## config.mk

```make
export PLATFORM = sky130hd
export DESIGN_NAME = cir_regs
export DESIGN_NICKNAME = d
export VERILOG_FILES = /design/src/rtl/cir_pkg.sv /design/src/rtl/cir_crc7.sv /design/src/rtl/cir_regs.sv
export SDC_FILE = /design/constraint.sdc
export NUM_CORES = 1
export LEC_CHECK = 0
export BUFFER_PORTS_ARGS = -buffer_cell sky130_fd_sc_hd__buf_2
export CELL_PAD_IN_SITES_DETAIL_PLACEMENT = 0
export CELL_PAD_IN_SITES_GLOBAL_PLACEMENT = 1
export CORE_AREA = 2 2 202 204
export DETAILED_ROUTE_END_ITERATION = 16
export DIE_AREA = 0 0 204 206
export PLACE_DENSITY_LB_ADDON = 0.1
export SKIP_CTS_REPAIR_TIMING = 1
export SLEW_MARGIN = 20
export SYNTH_ARGS = -nofsm -noshare
export SYNTH_HDL_FRONTEND = slang
export SYNTH_SLANG_ARGS = --single-unit
```

## constraint.sdc

```tcl
create_clock -name clk -period 2.3 [get_ports clk]
set_input_delay 0 -clock clk [delete_from_list [all_inputs] [get_ports clk]]
set_output_delay 0 -clock clk [all_outputs]
set_load 0.02 [all_outputs]
```

## src/rtl/cir_pkg.sv

```systemverilog
// Package: register selects, field layout and timing for the card information register set
package cir_pkg;
    // ------------------------------------------------------------
    // Register widths
    // ------------------------------------------------------------
    localparam int OPCOND_W = 32;
    localparam int IDENT_W = 128;
    localparam int SPECIFIC_W = 128;
    localparam int ADDR_W = 16;
    localparam int DRIVER_W = 16;
    localparam int CONFIG_W = 64;
    localparam int STATUS_W = 512;
    localparam int READ_W = STATUS_W;

    // ------------------------------------------------------------
    // Read selects
    // ------------------------------------------------------------
    localparam logic [2:0] SEL_OPCOND = 3'h0;
    localparam logic [2:0] SEL_IDENT = 3'h1;
    localparam logic [2:0] SEL_SPECIFIC = 3'h2;
    localparam logic [2:0] SEL_ADDR = 3'h3;
    localparam logic [2:0] SEL_DRIVER = 3'h4;
    localparam logic [2:0] SEL_CONFIG = 3'h5;
    localparam logic [2:0] SEL_STATUS = 3'h6;

    // ------------------------------------------------------------
    // Operating-conditions word layout
    // ------------------------------------------------------------
    localparam int OC_WIN_LSB = 15;
    localparam int OC_WIN_MSB = 23;
    localparam int OC_WIN_W = 9;
    localparam int OC_LOWV_BIT = 7;
    localparam int OC_CAP_BIT = 30;
    localparam int OC_PWRUP_BIT = 31;
    localparam logic [31:0] OC_RESERVED_MASK = 32'h3F007FFF;

    // ------------------------------------------------------------
    // Identification word layout
    // ------------------------------------------------------------
    localparam int ID_MAKER_LSB = 120;
    localparam int ID_OEM_LSB = 104;
    localparam int ID_NAME_LSB = 64;
    localparam int ID_REV_LSB = 56;
    localparam int ID_SERIAL_LSB = 24;
    localparam int ID_RSVD_LSB = 20;
    localparam int ID_DATE_LSB = 8;
    localparam int ID_CRC_LSB = 1;
    localparam int ID_BODY_W = 120;
    localparam logic [6:0] CRC7_POLY = 7'h09;

    // ------------------------------------------------------------
    // Timing
    // ------------------------------------------------------------
    localparam int CLK_PERIOD_NS = 40;
    localparam int PWRUP_TIME_NS = 40000;
    localparam int PWRUP_CYCLES = (PWRUP_TIME_NS + CLK_PERIOD_NS - 1) / CLK_PERIOD_NS;

    // Power-up routine states
    typedef enum logic [1:0] {
        CIR_ST_CRC = 2'b00,
        CIR_ST_WAIT = 2'b01,
        CIR_ST_READY = 2'b11
    } cir_state_t;
endpackage

```

## src/rtl/cir_crc7.sv

```systemverilog
// Serial seven-bit checksum engine over a fixed-width word, MSB first
`timescale 1ns/1ps
`default_nettype none
module cir_crc7
    import cir_pkg::*;
#(
    parameter int DATA_W = ID_BODY_W
) (
    input wire logic clk,
    input wire logic rst,
    input wire logic start,
    input wire logic [DATA_W-1:0] data,
    output logic [6:0] crc,
    output logic done
);
    logic [7:0] idx;
    logic busy;
    wire fb = data[idx[6:0]] ^ crc[6];
    wire [6:0] next_crc = {crc[5:0], 1'b0} ^ (fb ? CRC7_POLY : 7'h00);
    wire last = (idx == 8'h00);

    // ------------------------------------------------------------
    // Shift one bit per clock from the top of the word down
    // ------------------------------------------------------------
    always_ff @(posedge clk or posedge rst) begin
        if (rst) begin
            idx <= 8'h00;
            busy <= 1'b0;
            crc <= 7'h00;
            done <= 1'b0;
        end else if (start) begin
            idx <= 8'(DATA_W - 1);
            busy <= 1'b1;
            crc <= 7'h00;
            done <= 1'b0;
        end else if (busy) begin
            crc <= next_crc;
            idx <= idx - 8'h01;
            busy <= !last;
            done <= last;
        end else begin
            done <= 1'b0; // Done is a one-cycle pulse
        end
    end
endmodule
`default_nettype wire

```

## src/rtl/cir_regs.sv

```systemverilog
// Card information register set: operating conditions, identification and read port
//
// Behaviour
// - The set offers a 32-bit conditions word, 128-bit identity and specific-data words, a 16-bit address word, 64-bit configuration and 512-bit status words.
// - The driver-stage word is not implemented and a read of it is answered as absent.
// - Conditions bits 15 to 23 each flag one 0.1 V supply window from 2.7-2.8 V up to 3.5-3.6 V.
// - Conditions bits 0 to 6, 8 to 14 and 24 to 29 are reserved and bit 7 stays reserved for a low-voltage range.
// - Conditions bit 31 is low while the power-up routine runs and set once it completes.
// - Conditions bit 30 reports capacity and only means something once bit 31 is set.
// - A 128-bit identity word carries a serial number unique to each card.
// - The identity word holds maker, OEM, name, revision, serial, reserved, date, checksum and a fixed one in bit 0.
`timescale 1ns/1ps
`default_nettype none
module cir_regs
    import cir_pkg::*;
#(
    parameter logic [7:0] MAKER_CODE = 8'h5A,       // Arbitrary value
    parameter logic [15:0] OEM_CODE = 16'h4142,     // Arbitrary value
    parameter logic [39:0] PRODUCT_NAME = 40'h4341524430,
    parameter logic [7:0] PRODUCT_REV = 8'h10,
    parameter logic [31:0] PRODUCT_SERIAL = 32'h00000001,
    parameter logic [11:0] MANUFACTURE_DATE = 12'h011,
    parameter logic [OC_WIN_W-1:0] VOLT_WINDOW = 9'h1FF,
    parameter int PWRUP_COUNT = PWRUP_CYCLES,
    parameter logic [SPECIFIC_W-1:0] SPECIFIC_DATA = 128'h0,
    parameter logic [ADDR_W-1:0] CARD_ADDR = 16'h0000,
    parameter logic [CONFIG_W-1:0] CONFIG_DATA = 64'h0,
    parameter logic [STATUS_W-1:0] STATUS_DATA = 512'h0
) (
    input wire logic clk,
    input wire logic rst,
    input wire logic capacity_pin,
    input wire logic rd_req,
    input wire logic [2:0] rd_sel,
    output logic rd_valid,
    output logic rd_absent,
    output logic [READ_W-1:0] rd_data,
    output logic card_ready
);
    // ------------------------------------------------------------
    // Capacity strap synchroniser
    // ------------------------------------------------------------
    logic cap_s1, cap_s2, cap_s3, cap_level;
    always_ff @(posedge clk or posedge rst) begin
        if (rst) begin
            cap_s1 <= 1'b0;
            cap_s2 <= 1'b0;
            cap_s3 <= 1'b0;
            cap_level <= 1'b0;
        end else begin
            cap_s1 <= capacity_pin;
            cap_s2 <= cap_s1;
            cap_s3 <= cap_s2;
            if (cap_s2 == cap_s3) begin
                cap_level <= cap_s3;
            end
        end
    end

    // ------------------------------------------------------------
    // Identification word body and checksum
    // ------------------------------------------------------------
    wire [ID_BODY_W-1:0] ident_body = {MAKER_CODE, OEM_CODE, PRODUCT_NAME, PRODUCT_REV,
                                       PRODUCT_SERIAL, 4'h0, MANUFACTURE_DATE};
    logic crc_start;
    logic crc_done;
    logic [6:0] crc_value;
    logic [6:0] ident_crc;

    cir_crc7 #(.DATA_W(ID_BODY_W)) u_crc (
        .clk(clk),
        .rst(rst),
        .start(crc_start),
        .data(ident_body),
        .crc(crc_value),
        .done(crc_done)
    );

    // ------------------------------------------------------------
    // Power-up routine: checksum, then settle delay
    // ------------------------------------------------------------
    cir_state_t state, next_state;
    logic [15:0] wait_cnt;
    logic started;
    logic capacity;
    wire wait_over = (wait_cnt == 16'(PWRUP_COUNT - 1));

    always_comb begin
        next_state = state;
        unique case (state)
            CIR_ST_CRC: if (crc_done) next_state = CIR_ST_WAIT;
            CIR_ST_WAIT: if (wait_over) next_state = CIR_ST_READY;
            CIR_ST_READY: next_state = CIR_ST_READY;
            default: next_state = CIR_ST_CRC;
        endcase
    end

    // State, counter, checksum latch and capacity capture
    always_ff @(posedge clk or posedge rst) begin
        if (rst) begin
            state <= CIR_ST_CRC;
            wait_cnt <= 16'h0000;
            started <= 1'b0;
            crc_start <= 1'b0;
            ident_crc <= 7'h00;
            card_ready <= 1'b0;
            capacity <= 1'b0;
        end else begin
            state <= next_state;
            started <= 1'b1;
            crc_start <= !started;
            if (crc_done) ident_crc <= crc_value;
            wait_cnt <= (state == CIR_ST_WAIT) ? wait_cnt + 16'h0001 : 16'h0000;
            card_ready <= (next_state == CIR_ST_READY);
            if (next_state == CIR_ST_READY && state != CIR_ST_READY) capacity <= cap_level;
        end
    end

    // ------------------------------------------------------------
    // Read-only words assembled from constants and status
    // ------------------------------------------------------------
    wire [OPCOND_W-1:0] opcond_word = {card_ready, capacity & card_ready, 6'h00,
                                       VOLT_WINDOW, 15'h0000};
    wire [IDENT_W-1:0] ident_word = {ident_body, ident_crc, 1'b1};

    // Read selection, zero-extended into the widest word
    wire [READ_W-1:0] sel_data =
        (rd_sel == SEL_OPCOND) ? READ_W'(opcond_word) :
        (rd_sel == SEL_IDENT) ? READ_W'(ident_word) :
        (rd_sel == SEL_SPECIFIC) ? READ_W'(SPECIFIC_DATA) :
        (rd_sel == SEL_ADDR) ? READ_W'(CARD_ADDR) :
        (rd_sel == SEL_CONFIG) ? READ_W'(CONFIG_DATA) :
        (rd_sel == SEL_STATUS) ? STATUS_DATA : '0;
    wire sel_absent = (rd_sel == SEL_DRIVER) || (rd_sel == 3'h7);

    // ------------------------------------------------------------
    // Read port: answer one cycle after the request
    // ------------------------------------------------------------
    logic [2:0] last_sel;
    always_ff @(posedge clk or posedge rst) begin
        if (rst) begin
            rd_valid <= 1'b0;
            rd_absent <= 1'b0;
            rd_data <= '0;
            last_sel <= 3'h0;
        end else begin
            rd_valid <= rd_req;
            if (rd_req) begin
                rd_absent <= sel_absent;
                rd_data <= sel_data;
                last_sel <= rd_sel;
            end
        end
    end

    // ------------------------------------------------------------
    // Checks
    // ------------------------------------------------------------
    function automatic logic [6:0] crc7_of(input logic [ID_BODY_W-1:0] d);
        logic [6:0] c;
        logic f;
        c = 7'h00;
        for (int i = ID_BODY_W - 1; i >= 0; i--) begin
            f = d[i] ^ c[6];
            c = {c[5:0], 1'b0} ^ (f ? CRC7_POLY : 7'h00);
        end
        return c;
    endfunction
endmodule
`default_nettype wire

```

==> qor.yml, run 1 <==
critical_path:
  r2r_start: "u_crc.idx[0]$_DFFE_PP0P_"
  end_kind: "register"
  regToRegEndpoint: "u_crc.crc[3]$_DFFE_PP0P_"
  reg2reg_depth: 7
  crit_required_ns: 2.52
  critPathLaunch: "u_crc.idx[0]$_DFFE_PP0P_"
  crit_fanout: 4
  r2r_slack_ns: 0.33
  cp-start-kind: "register"
  criticalPathCategory: "reg2reg"
  critPathCapture: "u_crc.crc[3]$_DFFE_PP0P_"
  arrival_ns: 2.19
floorplan:
  io_pins: 522
  fp.dieH_um: 206
  die_w_um: 204
  fp.dieArea_sq_um: 42000
  start_util_pct: 16.4
  rows: 74
  core_sq_um: 40200
cells_and_area:
  area_delta_synth_final_pct: -11.1
  final_common_cell: "conb_1"
  fill_cells: 4656
  nets: 796
  n_antenna_cell: 0
  mostFrequentLayoutCells: "470 x conb_1, 63 x dfrtp_1, 52 x buf_2, 28 x nor2_1"
  utilization_pct: 14.6
  drive_gt1_share_pct: 11.5
placement:
  dpl.hpwl_mm: 8.53
  pre_cts_slack_ns: 0.324
  gp_congestion: 0.632
  port_buffers: 52
power:
  p_per_area_nw_per_um2: 592
  leakage_nw: 3.28
  fin_total_pwr_mw: 3.48
  ir_drop_mv: 0.253
status:
  status: "finished clean"
yosys:
  ys_async_sr_fraction_pct: 100
  synth.avg_cell_area_sq_um: 8.79
  yosysSeqAreaShare_pct: 23.9
  synthFlopType: "dfrtp_1"
  netlist_instances: 752
  synth.distinct_cells: 50
  ys_warn_count: 0
  synth_area_sq_um: 6610
  ys_ff_latch: 63
  synth_edf_count: 0
detailed_routing:
  wire_per_inst_um: 8.08
  drt-initial-drc-count: 84
  firstDrtPassIters: 4
  postRouteAntennaNets: 0
  vias_per_cell: 2.42
  route.vias.total: 3193
  drc: 0
  wirelength_mm: 10.7
run:
  cap_violations: 0
sta:
  worst_slack_ns: 0.329
  tightest_slew_ns: 0.587
  fin_skew_ns: 0.00467
  fin_crit_sh_pct: 85.7
  maxSlewHeadroom_pct: 60.8
  rsz0062_at_grt: "false"
  finalSetupViolCount: 0
  tns_ns: 0
  max_freq_ghz: 0.507
  finalHoldViolations: 0
  period_needed_ns: 1.97
  holdWs_ns: 0.0217
  finalMaxSlewViolations: 0
cts:
  clk_pin_slew_ns: 0.06
  root_buffer: "clkbuf_16"
  cts_tree: "done"
  numClockSinks: 63
  clk_latency_ns: 0.34
  cts_buffers: 9
  clock_path_buffers: 2
  htree_levels: 3
grt:
  grt-ovfl-total: 0
  track_usage_pct: 4.42
  grt_max_degree: 42
  antenna_found_initial: 0
  grt_pass1_vias: 2530
  grt_first_pass_wirelength_mm: 14.5
min_path:
  hold_class: "in2reg"
==> synth_stat cells (2+ instances only) <==
master	n	share of area [%]
ha_1	5	0.95
nor2_1	28	1.6
a22o_1	8	1.1
inv_1	10	0.57
xor2_1	11	1.5
mux2i_1	5	0.76
nor4_1	2	0.19
a21o_1	3	0.34
nand2_1	11	0.62
clkbuf_1	5	0.28
nand2b_1	8	0.76
nand3_1	8	0.61
or3_1	4	0.38
xnor2_1	9	1.2
nor3_1	7	0.53
a21boi_0	2	0.23
o21ai_1	2	0.15
nor3b_1	3	0.34
dfrtp_1	63	24
nand4_1	4	0.38
a21oi_1	5	0.38
buf_4	502	57
o21ai_0	6	0.45
mux2_2	9	1.5
buf_6	2	0.34
conb_1	2	0.11
and3_1	5	0.47
==> power by group <==
part,internal [mW],switching [mW]
Clock,0.850,0.573
Sequential,1.13,0.0265
Combinational,0.0773,0.823
Total,2.06,1.42
==> cell type report <==
type / instances / area (sq um) / share of cell area (%)
Sequential cell: 63 / 1580 / 26.8
Inverter: 11 / 41.3 / 0.703
Clock buffer: 9 / 225 / 3.83
Multi-Input combinational cell: 635 / 2920 / 49.6
Clock inverter: 7 / 80.1 / 1.36
Tap cell: 532 / 666 / 11.3
Timing Repair Buffer: 64 / 373 / 6.34
==> kinds of logic (layout without fill, tap and decap cells) <==
kind of cell	count (synthesis)	after routing	share of synthesized area (%)
and+or+nand+nor	89	89	7.34
adders and majority gates	6	6	1.10
xor gates and xnor gates	20	20	2.65
muxes	15	15	2.46
DFF	63	63	23.9
buffers and inverters	522	91	58.6
AOI/OAI and AO/OA	35	35	3.86
other	2	470	0.114
==> registers in the layout (all words and copies together) (netlist names) <==
name and count:
ident_crc 7, cap_s1 1, cap_s2 1, rd_valid 1
u_crc.done 1, state 2, u_crc.crc 7, started 1
rd_data 11, u_crc.idx 8, card_ready 1, rd_absent 1
u_crc.busy 1, wait_cnt 16, cap_level 1, capacity 1
crc_start 1, cap_s3 1
==> per-layer routing <==
layer	vias up	part of all wire, %	GRT usage (%)
li1	1465	-	-
met1	1482	33	4.45
met2	242	57	8.69
met3	4	9.3	1.66
met4	0	0.39	0.776
met5	-	0	0
==> worst max-delay path: stages, from the launching register on <==
cell,delay [ns]
dfrtp_1,0.34
inv_1,0.07
ha_1,0.22
nor2b_2,0.16
o311a_1,0.34
nor4b_4,0.28
a2111oi_1,0.09
or3b_1,0.35
==> worst min-delay path by stage <==
stage	startpoint	to	slack, ns	cells past startpoint
2_1_floorplan	capacity_pin	cap_s1$_DFF_PP0_	0.03	0
4_1_cts	rst	wait_cnt[11]$_DFF_PP0_	-0.26	2
6_report	rd_sel[0]	rd_absent$_DFFE_PP0P_	0.02	3
3_5_place_dp	rst	wait_cnt[2]$_DFF_PP0_	0.11	2
5_1_grt	rd_sel[0]	rd_absent$_DFFE_PP0P_	0.04	3
3_3_place_gp	rst	wait_cnt[2]$_DFF_PP0_	0.11	2
==> stage by stage <==
step	cell area, sq um	cells
after CTS	5840	1317
after global placement	5530	1301
final	5880	1321
after global routing	5880	1321
after floorplan	8370	1220
after detailed placement	5530	1301
(Power assumes the default switching activity.)
==> inputs of run 2 (changes only) <==
--- a/config.mk
+++ b/config.mk
@@ -5,12 +5,12 @@
 export SDC_FILE = /design/constraint.sdc
 export NUM_CORES = 1
 export LEC_CHECK = 0
-export BUFFER_PORTS_ARGS = -buffer_cell sky130_fd_sc_hd__buf_2
 export CELL_PAD_IN_SITES_DETAIL_PLACEMENT = 0
 export CELL_PAD_IN_SITES_GLOBAL_PLACEMENT = 1
-export CORE_AREA = 2 2 202 204
+export CORE_AREA = 2 2 200 202
 export DETAILED_ROUTE_END_ITERATION = 16
-export DIE_AREA = 0 0 204 206
+export DIE_AREA = 0 0 202 204
+export DONT_BUFFER_PORTS = 1
 export PLACE_DENSITY_LB_ADDON = 0.1
 export SKIP_CTS_REPAIR_TIMING = 1
 export SLEW_MARGIN = 20
==> constraint.sdc (replaced) <==
create_clock -name clk -period 2.1 [get_ports clk]
set_input_delay 0 -clock clk [delete_from_list [all_inputs] [get_ports clk]]
set_output_delay 0 -clock clk [all_outputs]
set_load 0.02 [all_outputs]
==> run 2 against run 1 <==
  * Global-route usage decreased by 0.13 points
  * Count of clock-buffer cells in the layout increased by 1
  * Critical endpoint unchanged
  * Critical path type unchanged
  * Register-to-register slack worse by 0.18 ns
  * Clock skew grew 0.00097 ns
  * Worst setup slack worse by 0.18 ns
  * Non-clock buffer count down 43
  * Via count is 4.1% lower
  * Wire length is 6.3% lower
==> qor.yml, run 2 (synthesis gave the netlist of run 1 again) <==
detailed_routing:
  route.vias.total: 3062  # was 3193
  firstDrtPassIters: 3  # was 4
  wire_per_inst_um: 7.87  # was 8.08 um
  wirelength_mm: 10.0  # was 10.7 mm
  postRouteAntennaNets: 0  # unchanged
  drt-initial-drc-count: 66  # was 84
  drc: 0  # unchanged
  vias_per_cell: 2.41  # was 2.42
floorplan:
  start_util_pct: 16.9  # was 16.4%
  rows: 73  # was 74
  fp.dieArea_sq_um: 41200  # was 42000 sq um
  io_pins: 522  # unchanged
  die_w_um: 202  # was 204 um
  fp.dieH_um: 204  # was 206 um
  core_sq_um: 39200  # was 40200 sq um
run:
  cap_violations: 0  # unchanged
grt:
  grt_first_pass_wirelength_mm: 13.9  # was 14.5 mm
  grt_pass1_vias: 2368  # was 2530
  grt_max_degree: 22  # was 42
  antenna_found_initial: 0  # unchanged
  track_usage_pct: 4.30  # was 4.42%
  grt-ovfl-total: 0  # unchanged
critical_path:
  r2r_start: "u_crc.idx[0]$_DFFE_PP0P_"  # unchanged
  crit_fanout: 4  # unchanged
  end_kind: "register"  # unchanged
  arrival_ns: 2.17  # was 2.19 ns
  r2r_slack_ns: 0.14  # was 0.33 ns
  regToRegEndpoint: "u_crc.crc[3]$_DFFE_PP0P_"  # unchanged
  cp_slowest_stage_delay_ns: 0.35  # about the same
  criticalPathCategory: "reg2reg"  # unchanged
  crit_required_ns: 2.31  # was 2.52 ns
  cp_slowest_cell: "or3b_1"  # unchanged
  reg2reg_depth: 7  # unchanged
  path_cells: "inv_1 -> ha_1 -> nor2b_2 -> o311a_1 -> nor4b_4 -> a2111oi_1 -> or3b_1"  # unchanged
  cp-start-kind: "register"  # unchanged
power:
  ir_drop_mv: 0.290  # was 0.253 mV
  power_switching_mw: 1.53  # was 1.42 mW
  switching_share_pct: 40.4  # was 40.9%
  leakage_nw: 3.06  # was 3.28 nW
  comb_power_share_pct: 24.9  # was 25.9%
  internal_power_mw: 2.26  # was 2.06 mW
  p_per_area_nw_per_um2: 666  # was 592 nW/um^2
  pwr-share-clk_pct: 41.3  # was 40.9%
  seqPwrFrac_pct: 33.8  # was 33.3%
sta:
  finalMaxSlewViolations: 0  # unchanged
  finalSetupViolCount: 0  # unchanged
  finalHoldViolations: 0  # unchanged
  fin_crit_sh_pct: 93.1  # was 85.7%
  period_needed_ns: 1.96  # was 1.97 ns
  fin_skew_ns: 0.00565  # was 0.00467 ns
  max_freq_ghz: 0.511  # was 0.507 GHz
  tns_ns: 0  # unchanged
  worst_slack_ns: 0.145  # was 0.329 ns
  rsz0062_at_grt: "false"  # unchanged
min_path:
  hold_class: "in2reg"  # unchanged
  hold-path-endpoint: "rd_data[23]$_DFFE_PP0P_"  # was rd_absent$_DFFE_PP0P_
  min-delay-start: "rd_sel[1]"  # was rd_sel[0]
  hold_depth: 2  # was 3
cells_and_area:
  area_delta_synth_final_pct: -13.9  # was -11.1%
  nets: 753  # was 796
  drive_gt1_share_pct: 6.30  # was 11.5%
  n_antenna_cell: 0  # unchanged
  largest_register_ffs: 16  # unchanged
  top_register: "wait_cnt"  # unchanged
  mostFrequentLayoutCells: "470 x conb_1, 61 x dfrtp_1, 28 x nor2_1, 13 x buf_4"  # was 470 x conb_1, 63 x dfrtp_1, 52 x buf_2, 28 x nor2_1
  final_common_cell: "conb_1"  # unchanged
  top_regs: "wait_cnt (16), rd_data (11), u_crc.idx (8)"  # unchanged
placement:
  port_buffers: 0  # was 52
  pre_cts_slack_ns: 0.143  # was 0.324 ns
  dpl.hpwl_mm: 8.05  # was 8.53 mm
  gp_congestion: 0.626  # was 0.632
status:
  status: "finished clean"  # unchanged
cts:
  cts_tree: "done"  # unchanged
  root_buffer: "clkbuf_16"  # unchanged
  htree_levels: 3  # unchanged
  clk_latency_ns: 0.33  # was 0.34 ns
  cts_buffers: 9  # unchanged
  clk_pin_slew_ns: 0.06  # about the same
  numClockSinks: 63  # unchanged
  clock_path_buffers: 2  # unchanged
[run 2: area by class of cell]
class	count	area (sq um)
clock buffers	10	239
well taps	525	657
inverters	11	41.3
clock inverters	6	70.1
fillers	4460	33500
flip-flops and latches	63	1580
repair buffers	21	188
multi-input cells	635	2920
[run 2: metrics by stage]
step	utilization, %	hold WS [ns]	total power [mW]	cell area, sq um	instances
floorplan	-	0.0314	2.88	8370	1220
CTS	14.3	-0.507	3.83	5620	1264
detailed placement	13.6	-0.135	2.21	5310	1248
finish	14.5	0.0166	3.79	5690	1271
global route	14.5	0.00147	3.99	5690	1271
global placement	13.6	-0.140	2.22	5310	1248
[run 2: power by group through the flow]
| stage | combinational, mW | sequential (mW) | clock [mW] |
|---|---|---|---|
| final | 0.943 | 1.28 | 1.57 |
| after global routing | 1.01 | 1.28 | 1.69 |
| after CTS | 0.909 | 1.28 | 1.64 |
| after detailed placement | 0.908 | 1.30 | 0 |
| after global placement | 0.912 | 1.30 | 0 |
| after floorplan | 1.59 | 1.29 | 0 |
[run 2: worst max-delay path by stage]
stage                             start                       end  cells past startpoint
2_1_floorplan  u_crc.idx[0]$_DFFE_PP0P_  u_crc.crc[3]$_DFFE_PP0P_                      7
3_3_place_gp   u_crc.idx[0]$_DFFE_PP0P_  u_crc.crc[3]$_DFFE_PP0P_                      7
3_5_place_dp   u_crc.idx[0]$_DFFE_PP0P_  u_crc.crc[3]$_DFFE_PP0P_                      7
4_1_cts        u_crc.idx[0]$_DFFE_PP0P_  u_crc.crc[3]$_DFFE_PP0P_                      7
5_1_grt        u_crc.idx[1]$_DFFE_PP0P_  u_crc.crc[3]$_DFFE_PP0P_                      7
6_report       u_crc.idx[0]$_DFFE_PP0P_  u_crc.crc[3]$_DFFE_PP0P_                      7
[run 2: per-layer routing]
| metal | wire length (um) | global-route usage, % | share of wire [%] | up-vias |
|---|---|---|---|---|
| met5 | 0 | 0 | 0 | - |
| met4 | 30 | 0.709 | 0.30 | 0 |
| met3 | 1030 | 1.75 | 10 | 2 |
| met2 | 5460 | 7.95 | 55 | 246 |
| met1 | 3480 | 4.63 | 35 | 1435 |
| li1 | - | - | - | 1379 |
[run 2: worst max-delay path: cells and delay by family, from the launching register on]
family                     cells  cell delay (ns)
and+or+nand+nor                3             0.80
AOI/OAI and AO/OA              2             0.40
DFF                            1             0.34
adders and majority gates      1             0.22
buffers and inverters          1             0.07
